<file path="config.mk">
export PLATFORM = sky130hd
export DESIGN_NAME = sstr_top
export DESIGN_NICKNAME = d
export VERILOG_FILES = /design/src/sstr_pkg.sv /design/src/sstr_top.sv /design/src/sstr_interval.sv
export SDC_FILE = /design/constraint.sdc
export NUM_CORES = 1
export LEC_CHECK = 0
export BUFFER_PORTS_ARGS = -buffer_cell sky130_fd_sc_hd__buf_2
export CORE_AREA = 4 4 177 127
export DETAILED_ROUTE_END_ITERATION = 6
export DIE_AREA = 0 0 181 131
export PLACE_DENSITY = 0.67
export SYNTH_ARGS = -nofsm -noshare
export SYNTH_HDL_FRONTEND = slang
export SYNTH_SLANG_ARGS = --single-unit
</file>
<file path="constraint.sdc">
create_clock -name mclk -period 2.1 [get_ports mclk]
set_input_delay 0.315 -clock mclk [delete_from_list [all_inputs] [get_ports mclk]]
set_output_delay 0.315 -clock mclk [all_outputs]
set_load 0.1 [all_outputs]
</file>
<file path="src/sstr_pkg.sv">
// Constants, types and register map of the safety self-test reaction block
package sstr_pkg;
	// Error codes (decimal number as BCD-like hex)
	localparam logic [7:0] ERR_NONE = 8'h00;
	localparam logic [7:0] ERR_LVL1 = 8'h30;
	localparam logic [7:0] ERR_LVL2 = 8'h31;
	localparam logic [7:0] ERR_LVL3 = 8'h32;
	localparam logic [7:0] ERR_INPUT = 8'h33;
	localparam logic [7:0] ERR_VRAM = 8'h34;
	localparam logic [7:0] ERR_SUPPLY = 8'h35;
	localparam logic [7:0] ERR_RELFB = 8'h36;
	localparam logic [7:0] ERR_PROM = 8'h37;
	localparam logic [7:0] ERR_INTERVAL = 8'h38;
	// Subcodes
	localparam logic [7:0] SUB_NONE = 8'h00;
	localparam logic [7:0] SUB_IN_ODD = 8'hA8;
	localparam logic [7:0] SUB_IN_HIGH = 8'h00;
	localparam logic [7:0] SUB_GRP_CIRC = 8'h01;
	localparam logic [7:0] SUB_GRP_AUX = 8'h02;
	localparam logic [7:0] SUB_GRP_DOOR = 8'h03;
	localparam logic [7:0] SUB_GRP_BRAKE = 8'h04;
	localparam logic [7:0] SUB_SUP_HI_UNDER = 8'h01;
	localparam logic [7:0] SUB_SUP_HI_OVER = 8'h02;
	localparam logic [7:0] SUB_SUP_LO_UNDER = 8'h03;
	localparam logic [7:0] SUB_SUP_LO_OVER = 8'h04;
	// Input test mask: odd 03..17, and 18..24, 26, 27
	localparam logic [27:0] IN_MASK_ODD = 28'h002AAA8;
	localparam logic [27:0] IN_MASK_HIGH = 28'hDFC0000;
	// Relay groups
	localparam int NGRP = 4;
	// Diagnostic interval, in ms, and cycles at 100 MHz
	localparam int CLK_MHZ = 100;
	localparam int DIAG_INTERVAL_MS = 1000;
	localparam longint DIAG_INTERVAL_CYC = longint'(DIAG_INTERVAL_MS) * 1000 * CLK_MHZ;
	// Register byte addresses
	localparam logic [7:0] ADDR_CTRL = 8'h00;
	localparam logic [7:0] ADDR_ERR = 8'h04;
	localparam logic [7:0] ADDR_IRQ_STAT = 8'h08;
	localparam logic [7:0] ADDR_IRQ_EN = 8'h0C;
	localparam logic [7:0] ADDR_IRQ_CLR = 8'h10;
	localparam logic [7:0] ADDR_OUT = 8'h14;
	// Control bits
	localparam int CTRL_ERR_RESET = 0;
	localparam int CTRL_LVL1 = 1;
	localparam int CTRL_LVL2 = 2;
	localparam int CTRL_LVL3 = 3;
	// Event bits
	localparam int EV_INPUT = 0;
	localparam int EV_MEM = 1;
	localparam int EV_SUPPLY = 2;
	localparam int EV_RELFB = 3;
	localparam int EV_INTERVAL = 4;
	localparam int EV_LEVEL = 5;
	localparam int NEV = 6;
	localparam logic [1:0] RESP_OKAY = 2'h0;
	localparam logic [1:0] RESP_SLVERR = 2'h2;
	typedef enum logic [1:0] {ST_RUN, ST_STOP_PENDING, ST_TRIPPED} sstr_state_t;
endpackage

</file>
<file path="src/sstr_top.sv">
// Self-test supervisor reaction logic with AXI4-Lite register access
`timescale 1ns/10ps
module sstr_top
	import sstr_pkg::*;
#(
	parameter longint INTERVAL = DIAG_INTERVAL_CYC
)
(
	// Clock and reset
	input wire logic mclk,
	input wire logic rst,
	// Field input test
	input wire logic input_test_active,
	input wire logic [27:0] input_levels,
	// Memory and supply tests
	input wire logic volatile_memory_fail,
	input wire logic program_memory_fail,
	input wire logic supply_hi_under,
	input wire logic supply_hi_over,
	input wire logic supply_lo_under,
	input wire logic supply_lo_over,
	// Relays: commanded state, feedback, test done
	input wire logic [NGRP-1:0] relay_cmd,
	input wire logic [NGRP-1:0] relay_feedback,
	input wire logic relay_unknown_fail,
	input wire logic [NGRP-1:0] relay_tested,
	input wire logic interval_unknown_fail,
	// Car stopped at floor
	input wire logic car_at_stop,
	// Outputs to the safety chain; safety_circuit_output and safety_brake_output high means closed
	output logic safety_circuit_output,
	output logic safety_brake_output,
	output logic [NGRP-1:0] relay_force_open,
	output logic stop_request,
	output logic replace_unit,
	output logic [7:0] err_code,
	output logic [7:0] err_subcode,
	output logic irq,
	// AXI4-Lite slave
	input wire logic [7:0] s_axi_awaddr,
	input wire logic s_axi_awvalid,
	output logic s_axi_awready,
	input wire logic [31:0] s_axi_wdata,
	input wire logic [3:0] s_axi_wstrb,
	input wire logic s_axi_wvalid,
	output logic s_axi_wready,
	output logic [1:0] s_axi_bresp,
	output logic s_axi_bvalid,
	input wire logic s_axi_bready,
	input wire logic [7:0] s_axi_araddr,
	input wire logic s_axi_arvalid,
	output logic s_axi_arready,
	output logic [31:0] s_axi_rdata,
	output logic [1:0] s_axi_rresp,
	output logic s_axi_rvalid,
	input wire logic s_axi_rready
);
	// ------------------------------------------------------------
	// Fault detection
	// ------------------------------------------------------------
	logic [NGRP-1:0] expired;
	genvar g;
	generate
		for (g = 0; g < NGRP; g++)
		begin : gen_wd
			sstr_interval #(.LIMIT(INTERVAL)) u_wd (
				.mclk(mclk),
				.rst(rst),
				.tested(relay_tested[g]),
				.expired(expired[g])
			);
		end
	endgenerate

	// Expected value during the test is 0 on every tested input
	wire logic in_odd_fail = input_test_active && |(input_levels & IN_MASK_ODD);
	wire logic in_high_fail = input_test_active && |(input_levels & IN_MASK_HIGH);
	wire logic supply_fail = supply_hi_under | supply_hi_over | supply_lo_under
		| supply_lo_over;
	wire logic [NGRP-1:0] fb_mismatch = relay_cmd ^ relay_feedback;
	wire logic relfb_fail = (|fb_mismatch) | relay_unknown_fail;
	wire logic mem_fail = volatile_memory_fail | program_memory_fail;
	wire logic intv_fail = (|expired) | interval_unknown_fail;

	logic [31:0] ctrl_reg;
	logic err_reset;
	wire logic lvl1 = ctrl_reg[CTRL_LVL1];
	wire logic lvl2 = ctrl_reg[CTRL_LVL2];
	wire logic lvl3 = ctrl_reg[CTRL_LVL3];

	// Severe faults open both outputs; take the first of several by fixed priority
	wire logic sev3 = in_odd_fail | in_high_fail | mem_fail | supply_fail | relfb_fail
		| lvl3;

	function automatic logic [7:0] grp_sub(input logic [NGRP-1:0] v);
		if (v[0])
			return SUB_GRP_CIRC;
		else if (v[1])
			return SUB_GRP_AUX;
		else if (v[2])
			return SUB_GRP_DOOR;
		else if (v[3])
			return SUB_GRP_BRAKE;
		else
			return SUB_NONE;
	endfunction

	logic [7:0] new_code, new_sub;
	always_comb
	begin
		new_code = ERR_NONE;
		new_sub = SUB_NONE;
		if (in_odd_fail)
		begin
			new_code = ERR_INPUT;
			new_sub = SUB_IN_ODD;
		end
		else if (in_high_fail)
		begin
			new_code = ERR_INPUT;
			new_sub = SUB_IN_HIGH;
		end
		else if (volatile_memory_fail)
			new_code = ERR_VRAM;
		else if (program_memory_fail)
			new_code = ERR_PROM;
		else if (supply_fail)
		begin
			new_code = ERR_SUPPLY;
			if (supply_hi_under)
				new_sub = SUB_SUP_HI_UNDER;
			else if (supply_hi_over)
				new_sub = SUB_SUP_HI_OVER;
			else if (supply_lo_under)
				new_sub = SUB_SUP_LO_UNDER;
			else
				new_sub = SUB_SUP_LO_OVER;
		end
		else if (relfb_fail)
		begin
			new_code = ERR_RELFB;
			new_sub = grp_sub(fb_mismatch);
		end
		else if (lvl3)
			new_code = ERR_LVL3;
		else if (lvl2)
			new_code = ERR_LVL2;
		else if (intv_fail)
		begin
			new_code = ERR_INTERVAL;
			new_sub = grp_sub(expired);
		end
		else if (lvl1)
			new_code = ERR_LVL1;
	end

	// ------------------------------------------------------------
	// Latched reaction
	// ------------------------------------------------------------
	// Reaction only escalates, but car_at_stop drops stop_reg; err_reset releases all but a live fault wins over it
	logic circ_open_reg, brake_open_reg, stop_reg, repl_reg;
	logic [NGRP-1:0] force_reg;
	wire logic hold = !err_reset;
	wire logic first = (err_code == ERR_NONE) || err_reset;

	always_ff @(posedge mclk)
	begin
		if (rst)
		begin
			circ_open_reg <= 1'b0;
			brake_open_reg <= 1'b0;
			stop_reg <= 1'b0;
			repl_reg <= 1'b0;
			force_reg <= '0;
			err_code <= ERR_NONE;
			err_subcode <= SUB_NONE;
		end
		else
		begin
			circ_open_reg <= (circ_open_reg && hold) || sev3 || lvl2;
			brake_open_reg <= (brake_open_reg && hold) || sev3;
			stop_reg <= ((stop_reg && hold) || intv_fail || lvl1) && !car_at_stop;
			repl_reg <= (repl_reg && hold) || mem_fail;
			force_reg <= (force_reg & {NGRP{hold}}) | expired;
			if (new_code != ERR_NONE && first)
			begin
				err_code <= new_code;
				err_subcode <= new_sub;
			end
			else if (err_reset)
			begin
				err_code <= ERR_NONE;
				err_subcode <= SUB_NONE;
			end
		end
	end

	assign safety_circuit_output = !circ_open_reg;
	assign safety_brake_output = !brake_open_reg;
	assign stop_request = stop_reg;
	assign replace_unit = repl_reg;
	assign relay_force_open = force_reg;

	// ------------------------------------------------------------
	// Interrupts
	// ------------------------------------------------------------
	logic [NEV-1:0] stat_reg, en_reg, clr_bits;
	wire logic [NEV-1:0] ev = {lvl1 | lvl2 | lvl3, intv_fail, relfb_fail, supply_fail,
		mem_fail, in_odd_fail | in_high_fail};
	always_ff @(posedge mclk)
	begin
		if (rst)
			stat_reg <= '0;
		else
			stat_reg <= (stat_reg & ~clr_bits) | ev;
	end
	assign irq = |(stat_reg & en_reg);

	// ------------------------------------------------------------
	// AXI4-Lite slave
	// ------------------------------------------------------------
	logic aw_held, w_held;
	logic [7:0] awaddr_reg;
	logic [31:0] wdata_reg;
	assign s_axi_awready = !aw_held && !s_axi_bvalid;
	assign s_axi_wready = !w_held && !s_axi_bvalid;
	wire logic aw_have = aw_held || (s_axi_awvalid && s_axi_awready);
	wire logic w_have = w_held || (s_axi_wvalid && s_axi_wready);
	wire logic [7:0] wr_addr = aw_held ? awaddr_reg : s_axi_awaddr;
	wire logic [31:0] wr_data = w_held ? wdata_reg : s_axi_wdata;
	wire logic do_wr = aw_have && w_have && !s_axi_bvalid;
	wire logic wr_map = wr_addr == ADDR_CTRL || wr_addr == ADDR_IRQ_EN
		|| wr_addr == ADDR_IRQ_CLR;
	assign err_reset = do_wr && wr_addr == ADDR_CTRL && s_axi_wstrb[0] && wr_data[CTRL_ERR_RESET];
	assign clr_bits = (do_wr && wr_addr == ADDR_IRQ_CLR && s_axi_wstrb[0])
		? wr_data[NEV-1:0] : '0;

	always_ff @(posedge mclk)
	begin
		if (rst)
		begin
			aw_held <= 1'b0;
			w_held <= 1'b0;
			awaddr_reg <= 8'h00;
			wdata_reg <= 32'h0;
			s_axi_bvalid <= 1'b0;
			s_axi_bresp <= RESP_OKAY;
			ctrl_reg <= 32'h0;
			en_reg <= '0;
		end
		else
		begin
			if (s_axi_awvalid && s_axi_awready)
				awaddr_reg <= s_axi_awaddr;
			if (s_axi_wvalid && s_axi_wready)
				wdata_reg <= s_axi_wdata;
			aw_held <= aw_have && !do_wr;
			w_held <= w_have && !do_wr;
			if (do_wr)
			begin
				s_axi_bvalid <= 1'b1;
				s_axi_bresp <= wr_map ? RESP_OKAY : RESP_SLVERR;
				if (wr_addr == ADDR_CTRL && s_axi_wstrb[0])
					ctrl_reg <= {28'h0, wr_data[3:1], 1'b0};
				if (wr_addr == ADDR_IRQ_EN && s_axi_wstrb[0])
					en_reg <= wr_data[NEV-1:0];
			end
			else if (s_axi_bready)
				s_axi_bvalid <= 1'b0;
		end
	end

	wire logic [31:0] rd_word =
		(s_axi_araddr == ADDR_CTRL) ? ctrl_reg :
		(s_axi_araddr == ADDR_ERR) ? {16'h0, err_code, err_subcode} :
		(s_axi_araddr == ADDR_IRQ_STAT) ? {26'h0, stat_reg} :
		(s_axi_araddr == ADDR_IRQ_EN) ? {26'h0, en_reg} :
		(s_axi_araddr == ADDR_OUT) ? {24'h0, force_reg, repl_reg, stop_reg,
			brake_open_reg, circ_open_reg} : 32'h0;
	wire logic rd_map = s_axi_araddr == ADDR_CTRL || s_axi_araddr == ADDR_ERR
		|| s_axi_araddr == ADDR_IRQ_STAT || s_axi_araddr == ADDR_IRQ_EN
		|| s_axi_araddr == ADDR_IRQ_CLR || s_axi_araddr == ADDR_OUT;
	assign s_axi_arready = !s_axi_rvalid;

	always_ff @(posedge mclk)
	begin
		if (rst)
		begin
			s_axi_rvalid <= 1'b0;
			s_axi_rdata <= 32'h0;
			s_axi_rresp <= RESP_OKAY;
		end
		else if (s_axi_arvalid && s_axi_arready)
		begin
			s_axi_rvalid <= 1'b1;
			s_axi_rdata <= rd_word;
			s_axi_rresp <= rd_map ? RESP_OKAY : RESP_SLVERR;
		end
		else if (s_axi_rready)
			s_axi_rvalid <= 1'b0;
	end

	// ------------------------------------------------------------
	// Checks
	// ------------------------------------------------------------
	input_opens_both_a: assert property (@(posedge mclk) disable iff (rst)
		in_odd_fail |=> !safety_circuit_output && !safety_brake_output)
		else $error("input test failure did not open outputs");
	input_sub_a: assert property (@(posedge mclk) disable iff (rst)
		(in_odd_fail && err_code == ERR_NONE) |=> err_subcode == SUB_IN_ODD)
		else $error("wrong input subcode");
	mem_replace_a: assert property (@(posedge mclk) disable iff (rst)
		mem_fail |=> replace_unit && !safety_brake_output)
		else $error("memory failure not flagged");
	supply_opens_a: assert property (@(posedge mclk) disable iff (rst)
		supply_fail |=> !safety_circuit_output && !safety_brake_output)
		else $error("supply failure did not open outputs");
	relay_mismatch_a: assert property (@(posedge mclk) disable iff (rst)
		(|fb_mismatch) |=> !safety_brake_output)
		else $error("relay mismatch did not open brake");
	interval_force_a: assert property (@(posedge mclk) disable iff (rst)
		expired[0] |=> relay_force_open[0] && err_code != ERR_NONE)
		else $error("expired interval did not force relays open");
	interval_sub_a: assert property (@(posedge mclk) disable iff (rst)
		(err_code == ERR_NONE && expired == 4'b0100 && !sev3 && !lvl2)
		|=> err_code == ERR_INTERVAL && err_subcode == SUB_GRP_DOOR)
		else $error("wrong interval subcode");
	level2_only_a: assert property (@(posedge mclk) disable iff (rst)
		(lvl2 && !sev3 && safety_brake_output) |=> !safety_circuit_output
		&& safety_brake_output)
		else $error("level 2 reaction wrong");
	latch_hold_a: assert property (@(posedge mclk) disable iff (rst)
		(err_code != ERR_NONE && !err_reset) |=> err_code == $past(err_code))
		else $error("error code changed without reset");

	trip_c: cover property (@(posedge mclk) disable iff (rst) $fell(safety_circuit_output));
	force_c: cover property (@(posedge mclk) disable iff (rst) $rose(|relay_force_open));
	clear_c: cover property (@(posedge mclk) disable iff (rst)
		err_reset && err_code != ERR_NONE);
endmodule

</file>
<file path="src/sstr_interval.sv">
// Diagnostic interval watchdog for one relay group
`timescale 1ns/10ps
module sstr_interval
	import sstr_pkg::*;
#(
	parameter longint LIMIT = DIAG_INTERVAL_CYC
)
(
	// Clock and reset
	input wire logic mclk,
	input wire logic rst,
	// Test activity
	input wire logic tested,
	// Expiry pulse
	output logic expired
);
	logic [39:0] count_reg;
	wire logic at_limit = (count_reg >= 40'(LIMIT - 1));

	always_ff @(posedge mclk)
	begin
		if (rst || tested || at_limit)
			count_reg <= 40'h0;
		else
			count_reg <= count_reg + 40'h1;
	end

	// Restart after expiry so the group is re-tested before clearing again
	assign expired = at_limit && !tested;

	counter_bound_a: assert property (@(posedge mclk) disable iff (rst)
		count_reg < 40'(LIMIT)) else $error("interval counter ran past limit");
endmodule

</file>
Word level (Yosys, flattened, before mapping)
Index checks and enable logic that the tools add are counted.
W data, S select, Z words.
Cells by class
  add/subtract/negate cells: 4
  magnitude comparators: 4
  equality and inequality tests: 7
  muxes and demuxes: 47
  bitwise gates (word level): 20
  reductions and logical operators: 79
Operators with widths (count)
  $add A40 B1 Y40 const B: 4
  $ge A40 B27 Y1 const B: 4
  $mux W8: 14
  $mux W6: 11
  $mux W3: 14
  $mux W16: 2
  $logic_and A1 B1 Y1: 28
  $eq A8 B4 Y1 const B: 3
  $eq A8 B5 Y1 const B: 3
  $logic_not A8 Y1: 3
  $logic_or A1 B1 Y1: 24
  $logic_not A1 Y1: 13
  $or A1 B1 Y1: 13
  $and A6 B6 Y6: 2
  $reduce_or A9 Y1: 1
  $eq A8 B3 Y1 const B: 1
  $reduce_bool A8 Y1: 1
  $reduce_or A4 Y1: 2
  $reduce_or A8 Y1: 1
  $not A6 Y6: 1
  $or A6 B6 Y6: 1
  $reduce_bool A2 Y1: 3
  $reduce_or A6 Y1: 1
  $and A4 B4 Y4: 1
  other kinds (5): 10
Storage, ports and cells
  register bits after elaboration: 253
  input bits: 109
  output and inout port bits: 66
  word-level logic and storage cells: 184

Logic depth before layout (Yosys ltp)
  depth after elaboration: 16
  gate-level depth with buffers: 11
  gate-level depth less buffers: 9

By module
Synthesis repeated with hierarchy kept, for this count alone.
Unflattened totals
  cell total of the unflattened synthesis: 1105
  area total of the unflattened synthesis: 10373.7 µm²
Modules (own cells, without submodules)
  sstr_interval at gen_wd[0].u_wd ...: instances 3, cells each 180, area an instance 1794.2 µm², seq. area each 800.8 µm²
  sstr_top: instances 1, cells each 400, area an instance 3323.2 µm², seq. area each 1301.2 µm²
  sstr_interval at gen_wd[3].u_wd: instances 1, cells each 165, area an instance 1667.8 µm², seq. area each 800.8 µm²

Worst setup path before layout
No wires, ideal clock.
  path kind: register -> register
  start point: reg s_axi_bvalid
  end point: reg awaddr_reg[0]
  arrival: 3.030 ns
  data required time: 1.972 ns
  path slack: -1.057 ns
  cell stages (with the launch flop): 6
  path through: dfxtp_1 -> nor2_1 -> and2_1 -> clkbuf_1 -> mux2i_1 -> nor2_1
Between the ends
  cells in the longest elaborated chain, start to end: 3
Ends and longest elaborated chain
  start: declaration: line sstr_top.sv:48  | output logic s_axi_bvalid,
  start signal: assignment: line sstr_top.sv:246  | s_axi_bvalid <= 1'b0;
  start signal: assignment: line sstr_top.sv:261  | s_axi_bvalid <= 1'b1;
  start signal: assignment: line sstr_top.sv:269  | s_axi_bvalid <= 1'b0;
  $logic_not A1 Y1: line sstr_top.sv:225  | assign s_axi_awready = !aw_held && !s_axi_bvalid;
  $logic_and A1 B1 Y1: line sstr_top.sv:225
  net s_axi_awready: line sstr_top.sv:42  | output logic s_axi_awready,
  $logic_and A1 B1 Y1: line sstr_top.sv:253  | if (s_axi_awvalid && s_axi_awready)
  end signal: assignment: line sstr_top.sv:254  | awaddr_reg <= s_axi_awaddr;
  end: declaration: line sstr_top.sv:223  | logic [7:0] awaddr_reg;
The timed path passes the listed nets, and every way through them passes these cells.
A chain may end at the register's enable or synchronous reset.

Final worst setup path
  start point: reg gen_wd[2].u_wd.count_reg[28]
  end point: reg err_subcode[2]
Between the ends
  cells in the longest elaborated chain, start to end: 16
Ends and longest elaborated chain
  start: declaration: line sstr_interval.sv:17  | logic [39:0] count_reg;
  start signal: assignment: line sstr_interval.sv:25  | count_reg <= count_reg + 40'h1;
  $ge A40 B27 Y1 (*): line sstr_interval.sv:18  | wire logic at_limit = (count_reg >= 40'(LIMIT - 1));
  $logic_and A1 B1 Y1 (*): line sstr_interval.sv:29  | assign expired = at_limit && !tested;
  $reduce_or A4 Y1: line sstr_top.sv:83  | wire logic intv_fail = (|expired) | interval_unknown_fail;
  $or A1 B1 Y1: line sstr_top.sv:83
  $mux W6: line sstr_top.sv:148  | else if (intv_fail)
  $mux W6: line sstr_top.sv:146  | else if (lvl2)
  $mux W6: line sstr_top.sv:144  | else if (lvl3)
  $mux W6: line sstr_top.sv:139  | else if (relfb_fail)
  $mux W6: line sstr_top.sv:127  | else if (supply_fail)
  $mux W6: line sstr_top.sv:125  | else if (program_memory_fail)
  $mux W6: line sstr_top.sv:123  | else if (volatile_memory_fail)
  $mux W6: line sstr_top.sv:118  | else if (in_high_fail)
  $mux W8: line sstr_top.sv:113  | if (in_odd_fail)
  $reduce_bool A8 Y1: line sstr_top.sv:185  | if (new_code != ERR_NONE && first)
  $logic_and A1 B1 Y1: line sstr_top.sv:185
  $mux W8 or $reduce_bool A2 Y1 (tied branches)
  end signal: assignment: line sstr_top.sv:188  | err_subcode <= new_sub;
  end: declaration: line sstr_top.sv:37  | output logic [7:0] err_subcode,
Mark *: on every way between the ends. The rest lies on a longest branch, timed or not.

==> flow_metrics.env <==
export IMPL_cts_tree="yes"
export IMPL_ir_drop_v=0.000522
export IMPL_largest_reg_flops=160
export IMPL_ant_nets=0
export IMPL_drtIter0Drc=537
export IMPL_core_area_um2=20600
export IMPL_nNetsFinal=1459
export IMPL_crit_arrival_ns=2.75
export IMPL_dpl_hpwl_um=16500
export IMPL_grt_setup_unrepaired="true"
export IMPL_synthCells=1011
export IMPL_synth_top_area_frac=0.498
export IMPL_rows=44
export IMPL_drc=0
export IMPL_grt_pass1_wl_um=36600
export IMPL_fin_crit_sh=1.10
export IMPL_whs_path_depth=3
export IMPL_crit_chain="or4_4 > nor2_4 > nand4_1 > o31ai_4 > and2_4 > a31oi_4 > buf_6 > nand3b_1 > a21oi_2"
export IMPL_slew_headroom=0.656
export IMPL_r2r_worst_path_cells=9
export IMPL_crit_slowest_cell="or4_4"
export IMPL_hold_end="wdata_reg[3]$_SDFFE_PP0P_"
export IMPL_r2r_slack_ns=-0.21
export IMPL_worstSkewPairLatency_ns=0.50
export IMPL_synth_area_mux_share=0.0306
export IMPL_maxSlewViolCount=0
export IMPL_antenna_found_initial=0
export IMPL_r2r_end="err_subcode[2]$_SDFFE_PP0P_"
export IMPL_antenna_cells=0
export IMPL_synth_xor_area_frac=0.0930
export IMPL_synth_area_um2=9040
export IMPL_wl_per_cell_um=13.7
export IMPL_worst_pin_slew_ns=0.516
export IMPL_powerDensity_nw_per_um2=845
export IMPL_synthTopCellsByArea="dfxtp_1, nor2_1, xor2_1"
export IMPL_startpoint_type="flip-flop"
export IMPL_layout_min_cycle_time_ns=2.31
export IMPL_firstDrtPassIters=5
export IMPL_synth_top_family_by_area="simple AND/OR/NAND/NOR gates"
export IMPL_syn_to_final_growth_pct=37.5
export IMPL_total_power_mw=10.5
export IMPL_ys_ff_latch=225
export IMPL_synth_top_area_cell="dfxtp_1"
export IMPL_grt_total_usage=0.183
export IMPL_wl_um=22500
export IMPL_cp_slowest_stage_delay_ns=0.54
export IMPL_place_gp_congestion=0.829
export IMPL_critPathBufInv=1
export IMPL_cp_required_ns=2.53
export IMPL_end_kind="flip-flop"
export IMPL_avgSynthCellArea_um2=8.95
export IMPL_violations="negative setup slack"
export IMPL_synth_warnings=0
export IMPL_cts_root_buf="clkbuf_16"
export IMPL_async_reset_ff_frac=0
export IMPL_final_setup_viol_count=37
export IMPL_io_pins=175
export IMPL_grt_max_degree=27
export IMPL_port_buffers=110
export IMPL_p_leak_nw=5.01
export IMPL_max_clock_path_buffers=3
export IMPL_path_depth=9
export IMPL_cts_buffers=22
export IMPL_floorplan_initialDensity=0.438
export IMPL_yosysSeqAreaShare=0.498
export IMPL_synth_common_cells="dfxtp_1, nor2_1, nand2_1"
export IMPL_synthAdderAreaFrac=0.00553
export IMPL_grt_pass1_vias=7427
export IMPL_hold_viol=0
export IMPL_dieArea_um2=23700
export IMPL_netlist_cell_type_count=59
export IMPL_fp_dieW_um=181
export IMPL_vias=7952
export IMPL_die_height_um=131
export IMPL_viasPerCell=4.86
export IMPL_hp_start="s_axi_wdata[3]"
export IMPL_max_cap_violations=0
export IMPL_grt_ovfl_total=0
export IMPL_synth_edf_count=0
export IMPL_max_freq_mhz=432
export IMPL_finish_utilization=0.602
export IMPL_min_path_type="in -> reg"
export IMPL_synth_compound_area_frac=0.0876
export IMPL_clk_transition_reported_paths_ns=0.06
export IMPL_layout_setup_ws_ns=-0.214
export IMPL_htree_levels=1
export IMPL_synth_most_common_cell="dfxtp_1"
export IMPL_synthFlopType="dfxtp_1"
export IMPL_synth_simple_gate_area_share=0.238
export IMPL_layout_drive_gt1_share=0.298
export IMPL_outcome="complete, but fails checks"
export IMPL_skew_ns=0.00969
export IMPL_crit_type="reg -> reg"
export IMPL_critPathTopFamily="simple AND/OR/NAND/NOR gates"
export IMPL_path_max_fanout=4
export IMPL_cts_sinks=225
export IMPL_reg2reg_from="gen_wd[2].u_wd.count_reg[28]$_SDFF_PP0_"
## worst max path at each step
| stage | start | endpoint |
|---|---|---|
| final | gen_wd[2].u_wd.count_reg[28]$_SDFF_PP0_ | err_subcode[2]$_SDFFE_PP0P_ |
| after global routing | gen_wd[2].u_wd.count_reg[28]$_SDFF_PP0_ | err_subcode[2]$_SDFFE_PP0P_ |
| after CTS | gen_wd[3].u_wd.count_reg[1]$_SDFF_PP0_ | err_subcode[2]$_SDFFE_PP0P_ |
| after detailed placement | relay_feedback[0] | err_code[3]$_SDFFE_PP0P_ |
| after global placement | gen_wd[3].u_wd.count_reg[1]$_SDFF_PP0_ | err_code[0]$_SDFFE_PP0P_ |
| after floorplan | s_axi_bvalid$_SDFFE_PP0P_ | wdata_reg[0]$_SDFFE_PP0P_ |
## logic make-up (layout without fill, tap and decap cells)
family,after synthesis,after routing
and+or+nand+nor,456,456
DFF,225,225
AOI/OAI and AO/OA,123,123
xor gates and xnor gates,96,96
buffers and inverters,79,354
muxes,27,27
adders and majority gates,4,4
other,1,76
## routing by layer
layer,global-route usage,up-vias,part of all wire
met4,0.0371,0,0.017
met1,0.272,3677,0.49
met2,0.283,193,0.43
li1,-,4055,-
met5,0,-,0
met3,0.0329,27,0.060
## worst register-to-register path, stage by stage, from the launching register on
cell	delay, ns
dfxtp_1	0.30
or4_4	0.54
nor2_4	0.12
nand4_1	0.18
o31ai_4	0.33
and2_4	0.23
a31oi_4	0.10
buf_6	0.14
nand3b_1	0.17
a21oi_2	0.13
## cell usage in the layout, fill, tap and decap left out, drive strengths merged, types with 4 or more instances in the layout
master / synthesis / layout
buf: 35 / 292
dfxtp: 225 / 225
nor2: 200 / 200
conb: 1 / 76
nand2: 59 / 59
xor2: 53 / 53
nand3: 53 / 53
xnor2: 43 / 43
a21oi: 41 / 41
clkbuf: 23 / 32
nor3: 28 / 28
nand4: 27 / 27
o21ai: 23 / 23
mux2i: 22 / 22
inv: 21 / 21
and3: 21 / 21
a211oi: 19 / 19
nor4: 18 / 18
nor2b: 10 / 10
and2: 9 / 9
a31oi: 7 / 7
or3: 6 / 6
or4: 6 / 6
a22oi: 5 / 5
o211ai: 5 / 5
mux2: 5 / 5
nor3b: 4 / 4
or2: 4 / 4
ha: 4 / 4
## stage by stage
step	TNS, ns	setup WS, ns	instances	hold slack (ns)	area (um^2)
final	-4.18	-0.214	1637	0.0725	12400
after global routing	-8.46	-0.352	1637	0.0762	12400
after CTS	-1.10	-0.207	1630	0.0595	12100
after detailed placement	-2.23	-0.299	1587	0.449	11300
after global placement	-2.22	-0.288	1587	0.438	11300
after floorplan	-0.902	-0.139	1086	0.393	9400
## area by class of cell
class / count / area [um^2]
sequential: 225 / 4520
clock inverter: 7 / 115
fill: 1798 / 8210
tap: 276 / 345
clock buffer: 32 / 659
multi-input combinational: 782 / 4740
inverter: 21 / 78.8
timing repair buffer: 294 / 1980
## power by group
group          switching (mW)  internal, mW  leakage (nW)
Clock                    1.61          2.55         0.375
Combinational            1.35         0.449          2.79
Sequential              0.130          4.43          1.85
## repair_timing
item	4_1_cts	5_1_grt
setup buffers	2	5
setup endpoints to repair	10	49
gates resized for setup	14	67
hold buffers	2	0
pin swaps	11	23
cloned	0	2
endpoints found under the hold margin	2	0
Note: power is estimated with default switching activity, not from simulation.
